<file path="config.mk">
export PLATFORM = sky130hd
export DESIGN_NAME = grs_top
export DESIGN_NICKNAME = d
export VERILOG_FILES = /design/src/shared/grs_pkg.sv /design/src/core/grs_irq.sv /design/src/core/grs_top.sv
export SDC_FILE = /design/constraint.sdc
export NUM_CORES = 1
export LEC_CHECK = 0
export ABC_AREA = 0
export ABC_CLOCK_PERIOD_IN_PS = 4550
export BUFFER_PORTS_ARGS = -buffer_cell sky130_fd_sc_hd__buf_4
export CORE_MARGIN = 2
export CORE_UTILIZATION = 40
export DETAILED_ROUTE_END_ITERATION = 10
export GPL_TIMING_DRIVEN = 0
export PLACE_DENSITY = 0.62
export SLEW_MARGIN = 0
export SYNTH_ARGS = -nofsm -noshare
export SYNTH_HDL_FRONTEND = slang
export SYNTH_SLANG_ARGS = --single-unit
</file>
<file path="constraint.sdc">
create_clock -name clk -period 4.55 [get_ports clk]
set_clock_uncertainty 0.1 [all_clocks]
set_input_delay 0.6825 -clock clk [delete_from_list [all_inputs] [get_ports clk]]
set_output_delay 0.6825 -clock clk [all_outputs]
set_load 0.01 [all_outputs]
</file>
<file path="src/shared/grs_pkg.sv">
package grs_pkg;
  // apb register byte offsets
  localparam logic [7:0] ADDR_STATUS = 8'h00;
  localparam logic [7:0] ADDR_CTRL = 8'h04;
  localparam logic [7:0] ADDR_LIST = 8'h08;
  localparam logic [7:0] ADDR_CMD = 8'h0c;
  localparam logic [7:0] ADDR_IRQ_STAT = 8'h10;
  localparam logic [7:0] ADDR_IRQ_EN = 8'h14;
  localparam logic [7:0] ADDR_IRQ_CLR = 8'h18;
  localparam logic [7:0] ADDR_OP = 8'h1c;
  // status word bit positions
  localparam int ST_DMA = 0;
  localparam int ST_TA = 1;
  localparam int ST_LA = 2;
  localparam int ST_DET = 4;
  localparam int ST_CIC = 7;
  localparam int ST_BUSY = 16;
  localparam int ST_REFUSED = 17;
  // ctrl bits
  localparam int CTRL_SYSCTL = 0;
  localparam int CMD_START = 0;
  // interrupt bits
  localparam int IRQ_DONE = 0;
  localparam int IRQ_REFUSE = 1;
  localparam int IRQ_TRIG = 2;
  localparam int IRQ_W = 3;
  // device list
  localparam int LIST_MAX = 15;
  localparam int ADDR_W = 5;
  // list entry layout: bit 5 = no secondary, bit 13 = end marker
  localparam int ENT_PRI_LSB = 0;
  localparam int ENT_NOSEC = 5;
  localparam int ENT_SEC_LSB = 8;
  localparam int ENT_END = 13;
  // bus command byte prefixes
  localparam logic [7:0] MLA_BASE = 8'h20;
  localparam logic [7:0] MSA_BASE = 8'h60;
  localparam logic [7:0] CMD_UNL = 8'h3f;
  typedef enum logic [2:0] {
    GRS_IDLE = 3'b000,
    GRS_REN = 3'b001,
    GRS_UNL = 3'b010,
    GRS_PRI = 3'b011,
    GRS_SEC = 3'b100,
    GRS_NEXT = 3'b101
  } grs_state_t;
endpackage : grs_pkg

</file>
<file path="src/core/grs_irq.sv">
`timescale 1ns/1ps
module grs_irq #(
  parameter int W = 3
) (
  input wire logic clk,
  input wire logic rst_n,
  input wire logic ce,
  input wire logic [W-1:0] evt,
  input wire logic [W-1:0] clr,
  input wire logic en_wr,
  input wire logic [W-1:0] en_wdata,
  output logic [W-1:0] stat_q,
  output logic [W-1:0] en_q,
  output logic irq
);
  // set wins over a clear in the same cycle
  always_ff @(posedge clk or negedge rst_n) begin
    if (!rst_n) begin
      stat_q <= '0;
    end else if (ce) begin
      stat_q <= (stat_q & ~clr) | evt;
    end
  end

  always_ff @(posedge clk or negedge rst_n) begin
    if (!rst_n) begin
      en_q <= '0;
    end else if (ce && en_wr) begin
      en_q <= en_wdata;
    end
  end

  assign irq = |(stat_q & en_q);
endmodule : grs_irq

</file>
<file path="src/core/grs_top.sv">
`timescale 1ns/1ps
// Contract
// - listener_addressed_flag is set while the board is addressed to listen.
// - talker_addressed_flag is set while the board is addressed to talk.
// - the transfer-active flag reads set while a dma transfer is in progress.
// - remote_enable_operation runs only as system controller and is refused otherwise.
// - an empty device list only asserts ren and addresses nobody.
// - a non-empty list asserts ren, then addresses every listed device to listen.
// - the device list holds 0 to 15 primary/secondary address pairs.
// - controller_in_charge_flag is set while the board is active controller.
// - triggered_flag is set once a bus trigger addressed to the board arrives.
module grs_top #(
  parameter int LIST_N = grs_pkg::LIST_MAX
) (
  input wire logic clk,
  input wire logic rst_n,
  input wire logic ce,
  input wire logic psel,
  input wire logic penable,
  input wire logic pwrite,
  input wire logic [7:0] paddr,
  input wire logic [31:0] pwdata,
  output logic [31:0] prdata,
  output logic pready,
  output logic pslverr,
  input wire logic listen_addressed,
  input wire logic talk_addressed,
  input wire logic dma_active,
  input wire logic active_controller,
  input wire logic trigger_rx,
  output logic ren_q,
  output logic [7:0] cmd_byte_q,
  output logic cmd_valid_q,
  input wire logic cmd_ready,
  output logic irq
);
  // ------------------------------------------------------------
  // apb decode
  // ------------------------------------------------------------
  logic wr_en;
  logic rd_en;
  logic mapped;
  assign wr_en = psel && penable && pwrite && ce;
  assign rd_en = psel && penable && !pwrite && ce;
  assign pready = 1'b1;
  always_comb begin
    case (paddr)
      grs_pkg::ADDR_STATUS, grs_pkg::ADDR_CTRL, grs_pkg::ADDR_LIST, grs_pkg::ADDR_CMD,
      grs_pkg::ADDR_IRQ_STAT, grs_pkg::ADDR_IRQ_EN, grs_pkg::ADDR_IRQ_CLR, grs_pkg::ADDR_OP: mapped = 1'b1;
      default: mapped = 1'b0;
    endcase
  end
  assign pslverr = psel && penable && !mapped;

  // ------------------------------------------------------------
  // control and device list
  // ------------------------------------------------------------
  logic sysctl_q;
  logic [13:0] list_q [LIST_N];
  logic [3:0] list_idx_q;
  always_ff @(posedge clk or negedge rst_n) begin
    if (!rst_n) begin
      sysctl_q <= 1'b0;
    end else if (wr_en && paddr == grs_pkg::ADDR_CTRL) begin
      sysctl_q <= pwdata[grs_pkg::CTRL_SYSCTL];
    end
  end

  // list write port: bits 19:16 select the entry, up to 15 pairs
  always_ff @(posedge clk) begin
    if (wr_en && paddr == grs_pkg::ADDR_LIST && int'(pwdata[19:16]) < LIST_N) begin
      list_q[pwdata[19:16]] <= pwdata[13:0];
    end
  end

  // ------------------------------------------------------------
  // status flags
  // ------------------------------------------------------------
  logic triggered_flag_q;
  logic trig_clr;
  assign trig_clr = rd_en && paddr == grs_pkg::ADDR_STATUS;
  // cleared by reading status; a trigger in that cycle still wins
  always_ff @(posedge clk or negedge rst_n) begin
    if (!rst_n) begin
      triggered_flag_q <= 1'b0;
    end else if (ce) begin
      triggered_flag_q <= trigger_rx | (triggered_flag_q & ~trig_clr);
    end
  end

  // ------------------------------------------------------------
  // remote enable sequencer
  // ------------------------------------------------------------
  grs_pkg::grs_state_t st_q;
  logic refused_q;
  logic start;
  logic [13:0] ent;
  logic done_evt;
  logic refuse_evt;
  assign start = wr_en && paddr == grs_pkg::ADDR_CMD && pwdata[grs_pkg::CMD_START];
  assign ent = list_q[list_idx_q];

  function automatic logic list_end(input logic [13:0] e, input logic [3:0] idx);
    list_end = e[grs_pkg::ENT_END] || int'(idx) >= LIST_N;
  endfunction : list_end

  assign refuse_evt = start && (st_q == grs_pkg::GRS_IDLE) && !sysctl_q;

  always_ff @(posedge clk or negedge rst_n) begin
    if (!rst_n) begin
      refused_q <= 1'b0;
    end else if (ce && start && st_q == grs_pkg::GRS_IDLE) begin
      refused_q <= !sysctl_q;
    end
  end

  always_ff @(posedge clk or negedge rst_n) begin
    if (!rst_n) begin
      ren_q <= 1'b0;
    end else if (ce && st_q == grs_pkg::GRS_REN) begin
      ren_q <= 1'b1;
    end
  end

  // ren asserted first; bus devices go remote only when addressed next
  always_ff @(posedge clk or negedge rst_n) begin
    if (!rst_n) begin
      st_q <= grs_pkg::GRS_IDLE;
      list_idx_q <= '0;
      cmd_byte_q <= '0;
      cmd_valid_q <= 1'b0;
    end else if (ce) begin
      if (cmd_valid_q && cmd_ready) begin
        cmd_valid_q <= 1'b0;
      end
      case (st_q)
        grs_pkg::GRS_IDLE: begin
          if (start && sysctl_q) begin
            st_q <= grs_pkg::GRS_REN;
            list_idx_q <= '0;
          end
        end
        grs_pkg::GRS_REN: begin
          // empty list: ren only, nothing addressed
          st_q <= list_end(ent, list_idx_q) ? grs_pkg::GRS_IDLE : grs_pkg::GRS_UNL;
        end
        grs_pkg::GRS_UNL: begin
          if (!cmd_valid_q || cmd_ready) begin
            cmd_byte_q <= grs_pkg::CMD_UNL;
            cmd_valid_q <= 1'b1;
            st_q <= grs_pkg::GRS_PRI;
          end
        end
        grs_pkg::GRS_PRI: begin
          if (!cmd_valid_q || cmd_ready) begin
            cmd_byte_q <= grs_pkg::MLA_BASE | 8'(ent[grs_pkg::ENT_PRI_LSB +: grs_pkg::ADDR_W]);
            cmd_valid_q <= 1'b1;
            st_q <= ent[grs_pkg::ENT_NOSEC] ? grs_pkg::GRS_NEXT : grs_pkg::GRS_SEC;
          end
        end
        grs_pkg::GRS_SEC: begin
          if (!cmd_valid_q || cmd_ready) begin
            cmd_byte_q <= grs_pkg::MSA_BASE | 8'(ent[grs_pkg::ENT_SEC_LSB +: grs_pkg::ADDR_W]);
            cmd_valid_q <= 1'b1;
            st_q <= grs_pkg::GRS_NEXT;
          end
        end
        grs_pkg::GRS_NEXT: begin
          // walk on until the end marker or the 15th pair
          if (!cmd_valid_q || cmd_ready) begin
            if (list_end(list_q[list_idx_q + 4'h1], list_idx_q + 4'h1)) begin
              st_q <= grs_pkg::GRS_IDLE;
            end else begin
              list_idx_q <= list_idx_q + 4'h1;
              st_q <= grs_pkg::GRS_PRI;
            end
          end
        end
        default: st_q <= grs_pkg::GRS_IDLE;
      endcase
    end
  end

  assign done_evt = ce && st_q != grs_pkg::GRS_IDLE && st_q != grs_pkg::GRS_UNL &&
    ((st_q == grs_pkg::GRS_REN && list_end(ent, list_idx_q)) ||
     (st_q == grs_pkg::GRS_NEXT && (!cmd_valid_q || cmd_ready) &&
      list_end(list_q[list_idx_q + 4'h1], list_idx_q + 4'h1)));

  // op register is read-only: ren holds until reset so a later lockout keeps devices remote

  // ------------------------------------------------------------
  // interrupts
  // ------------------------------------------------------------
  logic [grs_pkg::IRQ_W-1:0] evt;
  logic [grs_pkg::IRQ_W-1:0] irq_stat;
  logic [grs_pkg::IRQ_W-1:0] irq_en;
  logic [grs_pkg::IRQ_W-1:0] irq_clr;
  assign evt = {trigger_rx, refuse_evt, done_evt};
  assign irq_clr = (wr_en && paddr == grs_pkg::ADDR_IRQ_CLR) ? pwdata[grs_pkg::IRQ_W-1:0] : '0;

  grs_irq #(.W(grs_pkg::IRQ_W)) u_irq (
    .clk(clk),
    .rst_n(rst_n),
    .ce(ce),
    .evt(evt),
    .clr(irq_clr),
    .en_wr(wr_en && paddr == grs_pkg::ADDR_IRQ_EN),
    .en_wdata(pwdata[grs_pkg::IRQ_W-1:0]),
    .stat_q(irq_stat),
    .en_q(irq_en),
    .irq(irq)
  );

  // ------------------------------------------------------------
  // read mux
  // ------------------------------------------------------------
  logic [31:0] status_word;
  always_comb begin
    status_word = '0;
    status_word[grs_pkg::ST_DMA] = dma_active;
    status_word[grs_pkg::ST_TA] = talk_addressed;
    status_word[grs_pkg::ST_LA] = listen_addressed;
    status_word[grs_pkg::ST_DET] = triggered_flag_q;
    status_word[grs_pkg::ST_CIC] = active_controller;
    status_word[grs_pkg::ST_BUSY] = st_q != grs_pkg::GRS_IDLE;
    status_word[grs_pkg::ST_REFUSED] = refused_q;
  end

  always_comb begin
    case (paddr)
      grs_pkg::ADDR_STATUS: prdata = status_word;
      grs_pkg::ADDR_CTRL: prdata = {31'h0, sysctl_q};
      grs_pkg::ADDR_IRQ_STAT: prdata = {29'h0, irq_stat};
      grs_pkg::ADDR_IRQ_EN: prdata = {29'h0, irq_en};
      grs_pkg::ADDR_OP: prdata = {31'h0, ren_q};
      default: prdata = 32'h0;
    endcase
  end
endmodule : grs_top

</file>
==> metrics.md, run 1 <==
| Metric | Value |
|---|---|
| Slew headroom | 0.106 |
| Ant diodes | 0 |
| First-pass detailed-route iteration total | 7 |
| Cell row count | 54 |
| Final period util | 0.677 |
| Layout cells sized above 1 | 0.289 |
| Total power | 4.04 mW |
| Chip Width | 152 µm |
| Bufs on Longest Clock Path | 3 |
| Ys Warns | 0 |
| Clock slew at reported path FFs | 0.06 ns |
| Initial core utilization | 0.405 |
| Nets@finish | 698 |
| Number of remaining DRC errors | 0 |
| Placed cell areas | 9690 µm² |
| Placer congestion estimate | 0.822 |
| Register area share after synthesis | 0.686 |
| Ranking of synthesized cells by area | edfxtp_1 (62%), mux4_2 (9.5%), dfrtp_1 (7.1%) |
| CORE AREA | 21700 µm² |
| Resized Gates After CTS | 0 |
| Vias in the first global route | 4995 |
| First-pass GRT wire length | 28900 µm |
| Worst setup path category | flop to flop |
| CTS sink count | 205 |
| Clk Latency, worst-skew pair | 0.52 ns |
| HPWL Detailed | 12800 µm |
| Ys flop type | edfxtp_1 |
| Vias | 5007 |
| Max Slew Vio Count | 0 |
| ANT nets after route | 0 |
| All-Layer GR Usage | 0.162 |
| Syn-to-layout area delta | 19.4% |
| Status | finished clean |
| Mapped cell area | 8790 µm² |
| Final setup vio count | 0 |
| Detailed Route WL | 19200 µm |
| RSZ-0062 raised after global routing | false |
| Routed len/inst | 20.4 µm |
| Crit path capture type | flop |
| Critical Path AT | 3.36 ns |
| Commonest cells post-synth | edfxtp_1 (180), nand2_1 (45), mux4_2 (37) |
| Final Critical Period | 3.08 ns |
| Via-to-Cell Ratio | 5.33 |
| Maximum net fanout on the critical path | 10 |
| PD cells | 385 nW/µm² |
| Yosys top cell by area | edfxtp_1 |
| Synthesis-stage register bit count | 205 |
| Post-Syn Area per Cell | 16.4 µm² |
| Final Cell Area | 10500 µm² |
| CP required | 4.84 ns |
| Initial antenna violation count | 0 |
| Final hold vios | 0 |
| TritonCTS clock tree | built |
| Cells after synthesis | 537 |
| Fmax achieved | 325 MHz |
| Setup TNS | 0 ns |
| Die area | 23200 µm² |
| GRT overflow | 0 |
| Number of buffers created by CTS | 22 |
| Cell with the most instances after synthesis | edfxtp_1 |
| Yosys cell types | 56 |
| Top-area cell type share of the netlist area | 0.615 |
| Io pins | 97 |
| HP Class | input pin to flop |
| Pleak | 3.62 nW |
| Peak supply drop | 360 µV |
| Largest net degree at the start of global routing | 26 |
| Slew of the pin with the lowest slew margin | 1.34 ns |
| Worst setup SP type | flop |
| Htree depth | 1 |
| DIE HEIGHT | 152 µm |
| Number of max-cap violations | 0 |
| PortBufs | 52 |
| CTS Root Cell | clkbuf_16 |
| Async SR Flop Fraction | 0.122 |
| DR iter-0 viols | 423 |
| EDFF count, synth | 180 |
-- critical path, cell delays in order (launching register included) --
cell and delay (ns):
dfrtp_1 0.37, buf_6 0.19, buf_6 0.22, buf_6 0.22, buf_6 0.20, inv_1 0.06
ha_1 0.42, mux4_2 0.34, mux2_2 0.28, nand2_2 0.09, nand3_2 0.17, o21ai_2 0.17
mux2i_1 0.10
-- cell usage in the layout (no fill, tap or decap), types with 7 or more instances in the layout --
master,Yosys,layout
buf_4,28,80
buf_6,6,11
clkbuf_1,6,8
clkbuf_16,0,22
conb_1,2,27
dfrtp_1,25,25
edfxtp_1,180,180
inv_1,7,7
mux2i_1,36,36
mux4_2,37,37
nand2_1,45,45
nand3_1,7,7
nor2_1,29,28
nor3_1,12,8
o21ai_0,9,9
o21ai_1,12,12
o22ai_1,15,15
-- cells by family (layout without fill, tap and decap cells) --
group	after synthesis	count (layout)	synth area share
flops	205	205	0.686
simple gates	122	122	0.0658
mux	82	82	0.152
compound gates	63	63	0.0463
buf+inv	58	156	0.0427
xor+xnor	3	3	0.00299
fa+ha+maj	2	2	0.00285
other cells	2	27	0.000855
-- through the flow --
stage                     utilization  hold slack [ns]  worst slack (ns)  std cells
after global placement          0.444            0.361             0.442        894
final                           0.484            0.330              1.47        940
after CTS                       0.483            0.318              1.46        939
after detailed placement        0.447            0.366             0.963        898
after floorplan                     -            0.287              1.59        562
after global routing            0.484            0.323              1.26        940
-- final timing paths --
kind                               start          endpoint  slack (ns)  depth (start not counted)
setup / recovery           list_idx_q[0]     list_idx_q[0]        1.47                         12
hold / removal                    pwrite  triggered_flag_q        0.33                          3
setup reg to reg           list_idx_q[0]     list_idx_q[0]        1.47                         12
hold reg to reg            cmd_byte_q[5]     cmd_byte_q[5]        0.38                          1
max in group asynchronous          rst_n     list_idx_q[0]        3.55                          2
min in group asynchronous          rst_n     cmd_byte_q[6]        0.53                          2
-- state kept, by name, summed over array words and instances (netlist names), 3 cells and up --
name and cells:
list_idx_q 4, list_q 180, cmd_byte_q 7, u_irq.stat_q 3, u_irq.en_q 3, st_q 3
-- layer usage --
| metal | wire [µm] | global-route usage |
|---|---|---|
| met5 | 0 | 0 |
| met4 | 565 | 0.0530 |
| met3 | 1340 | 0.0310 |
| met2 | 9160 | 0.266 |
| met1 | 8110 | 0.221 |
-- timing repair --
item	CTS	global route
hold endpoints to repair	25	0
setup buffers	0	0
hold buffers	1	0
setup endpoints to repair	0	0
-- power breakdown --
part,leakage (nW),switching (mW),internal (mW)
registers,1.93,0.00224,2.05
logic,1.31,0.0639,0.0447
clock network,0.383,0.735,1.15
total,3.62,0.802,3.24
-- area by class of cell --
class,instances,area [µm²]
Tap cell,280,350
Buffer,50,345
Sequential cell,205,6030
Clock inverter,11,159
Clock buffer,29,627
Inverter,8,30.0
Multi-Input combinational cell,299,2500
Fill cell,1807,11200
Timing Repair Buffer,58,457
(Power assumes the default switching activity.)
==> run 2: changes to the inputs <==
Settings changed: ABC_CLOCK_PERIOD_IN_PS 4550 to 3000.
Clock period 4.55 ns to 3 ns, I/O delays scaled along.
==> metrics.md, run 2 (synthesis results as in run 1) <==
| Metric | Value |
|---|---|
| Most frequent cells in the layout | edfxtp_1 (180), buf_4 (80), nand2_1 (45) (unchanged) |
| Final hold vios | 0 (unchanged) |
| Hold endpoint | triggered_flag_q (unchanged) |
| Syn-to-layout area delta | 19.6% (was 19.4%) |
| Placer congestion estimate | 0.822 (unchanged) |
| Finished Layout Cells | 938 (was 940) |
| Fmax achieved | 353 MHz (was 325 MHz) |
| HP Class | input pin to flop (unchanged) |
| Cell-internal power | 4.92 mW (was 3.24 mW) |
| All-Layer GR Usage | 0.162 (unchanged) |
| Die area | 23200 µm² (unchanged) |
| Nets@finish | 696 (was 698) |
| Number of remaining DRC errors | 0 (unchanged) |
| DR iter-0 viols | 402 (was 423) |
| Critical Path AT | 3.13 ns (was 3.36 ns) |
| Layout cells sized above 1 | 0.292 (was 0.289) |
| Reg2reg start | list_idx_q[0] (unchanged) |
| First-pass detailed-route iteration total | 5 (was 7) |
| Dpl ws | -0.355 ns (was 0.963 ns) |
| Slew headroom | 0.135 (was 0.106) |
| Ant diodes | 0 (unchanged) |
| Initial core utilization | 0.405 (unchanged) |
| Final period util | 0.945 (was 0.677) |
| ANT nets after route | 0 (unchanged) |
| Io pins | 97 (unchanged) |
| Chip Width | 152 µm (unchanged) |
| Pleak | 3.61 nW (was 3.62 nW) |
| Reg-to-reg endpoint | list_idx_q[1] (was list_idx_q[0]) |
| CTS sink count | 205 (unchanged) |
| Detailed Route WL | 19100 µm (was 19200 µm) |
| Number of buffers created by CTS | 22 (unchanged) |
| Via-to-Cell Ratio | 5.32 (was 5.33) |
| Logic pwr share | 0.027 (about the same) |
| PD cells | 583 nW/µm² (was 385 nW/µm²) |
| Peak supply drop | 545 µV (was 360 µV) |
| Htree depth | 1 (unchanged) |
| Routed len/inst | 20.4 µm (about the same) |
| CORE AREA | 21700 µm² (unchanged) |
| Number of max-cap violations | 0 (unchanged) |
| Bufs on Longest Clock Path | 3 (unchanged) |
| Worst setup path category | flop to flop (unchanged) |
| Worst hold stages | 3 (unchanged) |
| Clock slew at reported path FFs | 0.07 ns (was 0.06 ns) |
| Final WS setup | 0.164 ns (was 1.47 ns) |
| Flop2flop setup slack | 0.16 ns (was 1.47 ns) |
| GRT met1 Usage | 0.221 (about the same) |
| Final setup vio count | 0 (unchanged) |
| First-pass GRT wire length | 28900 µm (about the same) |
| M3 GR Usage | 0.0307 (was 0.0310) |
| Status | finished clean (unchanged) |
| PortBufs | 52 (unchanged) |
| HPWL Detailed | 12800 µm (unchanged) |
| RSZ-0062 raised after global routing | false (unchanged) |
| Vias in the first global route | 4994 (was 4995) |
| Cell row count | 54 (unchanged) |
| Maximum net fanout on the critical path | 19 (was 10) |
| Largest net degree at the start of global routing | 26 (unchanged) |
| R2R depth | 11 (was 12) |
| Final Critical Period | 2.84 ns (was 3.08 ns) |
| GRT busiest layer | met2 (unchanged) |
| Worst setup SP type | flop (unchanged) |
| TritonCTS clock tree | built (unchanged) |
| Clock power frac | 0.466 (about the same) |
| Grt met2 use | 0.267 (was 0.266) |
| Clk Latency, worst-skew pair | 0.51 ns (was 0.52 ns) |
| Commonest non-fill, non-tap cell in the layout | edfxtp_1 (unchanged) |
| Initial antenna violation count | 0 (unchanged) |
| Sw Pwr | 1.22 mW (was 0.802 mW) |
| Placed instance count | 898 (unchanged) |
| Max Slew Vio Count | 0 (unchanged) |
| Min-delay src | pwrite (unchanged) |
| Number of flip-flops in the largest register | 180 (unchanged) |
| CP required | 3.29 ns (was 4.84 ns) |
| Vias | 4994 (was 5007) |
| Crit path capture type | flop (unchanged) |
| CTS Root Cell | clkbuf_16 (unchanged) |
| Reg power frac | 0.507 (about the same) |
| Slew of the pin with the lowest slew margin | 1.29 ns (was 1.34 ns) |
| DIE HEIGHT | 152 µm (unchanged) |
| Switching Fraction | 0.198 (about the same) |
| GRT overflow | 0 (unchanged) |
run 2: worst max path at each step:
stage	slack [ns]	to	depth (start not counted)	start
2_1_floorplan	0.27	list_q[0][0]	5	paddr[5]
3_3_place_gp	-0.88	list_q[0][12]	6	paddr[5]
3_5_place_dp	-0.35	list_q[8][4]	6	paddr[4]
4_1_cts	0.05	list_idx_q[0]	11	list_idx_q[0]
5_1_grt	0.002	list_idx_q[3]	11	list_idx_q[0]
6_report	0.16	list_idx_q[1]	11	list_idx_q[0]
run 2: layer usage:
layer / up-vias / wire length, µm
met5: - / 0
met4: 0 / 512
met3: 37 / 1390
met2: 207 / 9090
met1: 2494 / 8130
li1: 2256 / -
run 2: repair_timing:
action,in CTS,in global routing
cloned,0,0
setup endpoints to repair,6,10
buffers inserted,0,0
gates resized for setup,1,5
pin swaps,0,0
endpoints found under the hold margin,25,0
hold buffers,1,0
run 2: area by class of cell:
cell class                 count  area [µm²]
buffer                        48         347
clock buffer                  29         627
clock inverter                11         159
fill                        1803       11200
inverter                       8        30.0
multi-input combinational    299        2510
sequential                   205        6030
tap                          280         350
timing repair buffer          58         457
run 2: power groups by stage:
stage               clock network (mW)  logic [mW]  registers [mW]
floorplan                            0      0.0602            3.17
global placement                     0       0.156            3.17
detailed placement                   0       0.163            3.17
CTS                               2.90       0.164            3.11
global route                      3.02       0.181            3.11
finish                            2.86       0.165            3.11
run 2: worst max-delay path: stages (launching register included):
cell	delay, ns
dfrtp_1	0.38
buf_6	0.20
buf_16	0.22
buf_6	0.21
inv_1	0.07
ha_2	0.40
mux4_2	0.31
mux2_2	0.28
nand2_2	0.09
nand3_2	0.19
o211ai_1	0.17
o21ai_1	0.10
run 2: stage by stage:
step	cell area, µm²	TNS, ns	power [mW]	hold slack [ns]	util
floorplan	8880	0	3.23	0.0544	-
global placement	9620	-64.44	3.32	0.283	0.444
detailed placement	9690	-33.41	3.33	0.292	0.447
CTS	10500	0	6.17	0.0851	0.483
global route	10500	0	6.31	0.0904	0.485
finish	10500	0	6.13	0.0987	0.485
==> run 3: changes to the inputs <==
Settings changed: MAX_ROUTING_LAYER set to met4.
==> metrics.md, run 3 (synthesis results as in run 1) <==
| Metric | Value |
|---|---|
| First-pass GRT wire length | 28900 µm (about the same) |
| Chip Width | 152 µm (unchanged) |
| Via-to-Cell Ratio | 5.33 (was 5.32) |
| Final period util | 0.950 (was 0.945) |
| PortBufs | 52 (unchanged) |
| Placer congestion estimate | 0.834 (was 0.822) |
| Finished Layout Cells | 938 (unchanged) |
| R2R depth | 11 (unchanged) |
| Routed len/inst | 20.4 µm (about the same) |
| CTS Root Cell | clkbuf_16 (unchanged) |
| Dpl ws | -0.355 ns (unchanged) |
| Clk Latency, worst-skew pair | 0.51 ns (about the same) |
| Initial antenna violation count | 0 (unchanged) |
| Peak supply drop | 544 µV (was 545 µV) |
| Most frequent cells in the layout | edfxtp_1 (180), buf_4 (80), nand2_1 (45) (unchanged) |
| GRT overflow | 0 (unchanged) |
| Fillers | 1803 (unchanged) |
| DIE HEIGHT | 152 µm (unchanged) |
| HP Class | input pin to flop (unchanged) |
| Max Slew Vio Count | 0 (unchanged) |
| Syn-to-layout area delta | 19.6% (unchanged) |
| Htree depth | 1 (unchanged) |
| Pleak | 3.61 nW (unchanged) |
| TritonCTS clock tree | built (unchanged) |
| Commonest non-fill, non-tap cell in the layout | edfxtp_1 (unchanged) |
| Critical Path AT | 3.19 ns (was 3.13 ns) |
| CP required | 3.34 ns (was 3.29 ns) |
| Clock slew at reported path FFs | 0.07 ns (about the same) |
| Final setup vio count | 0 (unchanged) |
| WHS | 0.0972 ns (was 0.0987 ns) |
| Number of flip-flops in the largest register | 180 (unchanged) |
| RSZ-0062 raised after global routing | false (unchanged) |
| First-pass detailed-route iteration total | 5 (unchanged) |
| Die area | 23200 µm² (unchanged) |
| Detailed Route WL | 19200 µm (was 19100 µm) |
| Min-delay src | pwrite (unchanged) |
| Flop2flop setup slack | 0.15 ns (was 0.16 ns) |
| All-Layer GR Usage | 0.168 (was 0.162) |
| Reg2reg start | list_idx_q[0] (unchanged) |
| Largest net degree at the start of global routing | 26 (unchanged) |
| Status | finished clean (unchanged) |
| CORE AREA | 21700 µm² (unchanged) |
| Final WS setup | 0.150 ns (was 0.164 ns) |
| Cell row count | 54 (unchanged) |
| CTS sink count | 205 (unchanged) |
| Final hold vios | 0 (unchanged) |
| Ant diodes | 0 (unchanged) |
| PD cells | 584 nW/µm² (was 583 nW/µm²) |
| Io pins | 97 (unchanged) |
| Setup TNS | 0 ns (unchanged) |
| Number of buffers created by CTS | 22 (unchanged) |
| Hold endpoint | triggered_flag_q (unchanged) |
| Vias | 4999 (was 4994) |
| Layout cells sized above 1 | 0.292 (unchanged) |
| HPWL Detailed | 12800 µm (unchanged) |
| Reg-to-reg endpoint | list_idx_q[3] (was list_idx_q[1]) |
| Number of max-cap violations | 0 (unchanged) |
| Vias in the first global route | 4994 (unchanged) |
| Total power | 6.14 mW (was 6.13 mW) |
| Number of remaining DRC errors | 0 (unchanged) |
| Initial core utilization | 0.405 (unchanged) |
| Maximum net fanout on the critical path | 19 (unchanged) |
| Nets@finish | 696 (unchanged) |
| Slew of the pin with the lowest slew margin | 1.30 ns (was 1.29 ns) |
| Worst hold stages | 3 (unchanged) |
| Bufs on Longest Clock Path | 3 (unchanged) |
| Final Critical Period | 2.85 ns (was 2.84 ns) |
| DR iter-0 viols | 424 (was 402) |
| Placed instance count | 898 (unchanged) |
| Slew headroom | 0.128 (was 0.135) |
| ANT nets after route | 0 (unchanged) |
| Crit path capture type | flop (unchanged) |
| Worst setup SP type | flop (unchanged) |
| Worst setup path category | flop to flop (unchanged) |
| Fmax achieved | 351 MHz (was 353 MHz) |
-- run 3: through the flow --
step / util / cell area [µm²]
2_1_floorplan: - / 8880
3_3_place_gp: 0.444 / 9620
3_5_place_dp: 0.447 / 9690
4_1_cts: 0.483 / 10500
5_1_grt: 0.485 / 10500
6_report: 0.485 / 10500
-- run 3: how the worst max path moves through the flow --
stage	start	endpoint	slack, ns
final	list_idx_q[0]	list_idx_q[3]	0.15
after detailed placement	paddr[4]	list_q[8][4]	-0.35
after global placement	paddr[5]	list_q[0][12]	-0.88
after CTS	list_idx_q[0]	list_idx_q[0]	0.05
after global routing	list_idx_q[0]	list_idx_q[3]	0.008
after floorplan	paddr[5]	list_q[0][0]	0.27
-- run 3: timing repair --
| item | in CTS | in global routing |
|---|---|---|
| hold endpoints to repair | 25 | 0 |
| buffers inserted | 0 | 0 |
| hold buffers | 1 | 0 |
| setup endpoints to repair | 6 | 10 |
| gates resized for setup | 1 | 5 |
-- run 3: area by class of cell --
cell class              count  area (µm²)  share of cell area
inverters                   8        30.0             0.00286
clock inverters            11         159              0.0151
flip-flops and latches    205        6030               0.574
well taps                 280         350              0.0333
plain buffers              48         347              0.0330
repair buffers             58         457              0.0434
multi-input cells         299        2510               0.239
clock buffers              29         627              0.0596
-- run 3: power by group --
part,switching (mW),internal (mW),leakage (nW)
logic,0.0971,0.0678,1.31
registers,0.00333,3.11,1.93
clock network,1.12,1.74,0.383
total,1.22,4.92,3.61
-- run 3: critical path, cell delays in order, from the launching register on --
cell and delay [ns]:
dfrtp_1 0.38, buf_6 0.20, buf_16 0.22, buf_6 0.21, inv_1 0.07, ha_2 0.39
mux4_2 0.32, mux2_2 0.28, nand2_2 0.09, nand3_2 0.19, o21bai_1 0.25, o21ai_1 0.08
-- run 3: routing by layer --
layer  part of all wire  routed length, µm  track usage  up-vias
met4              0.026                503       0.0498        0
met5                  0                  0            -        -
met1               0.42               8090        0.222     2495
met2               0.48               9160        0.266      209
met3              0.073               1410       0.0307       36
li1                   -                  -            -     2259
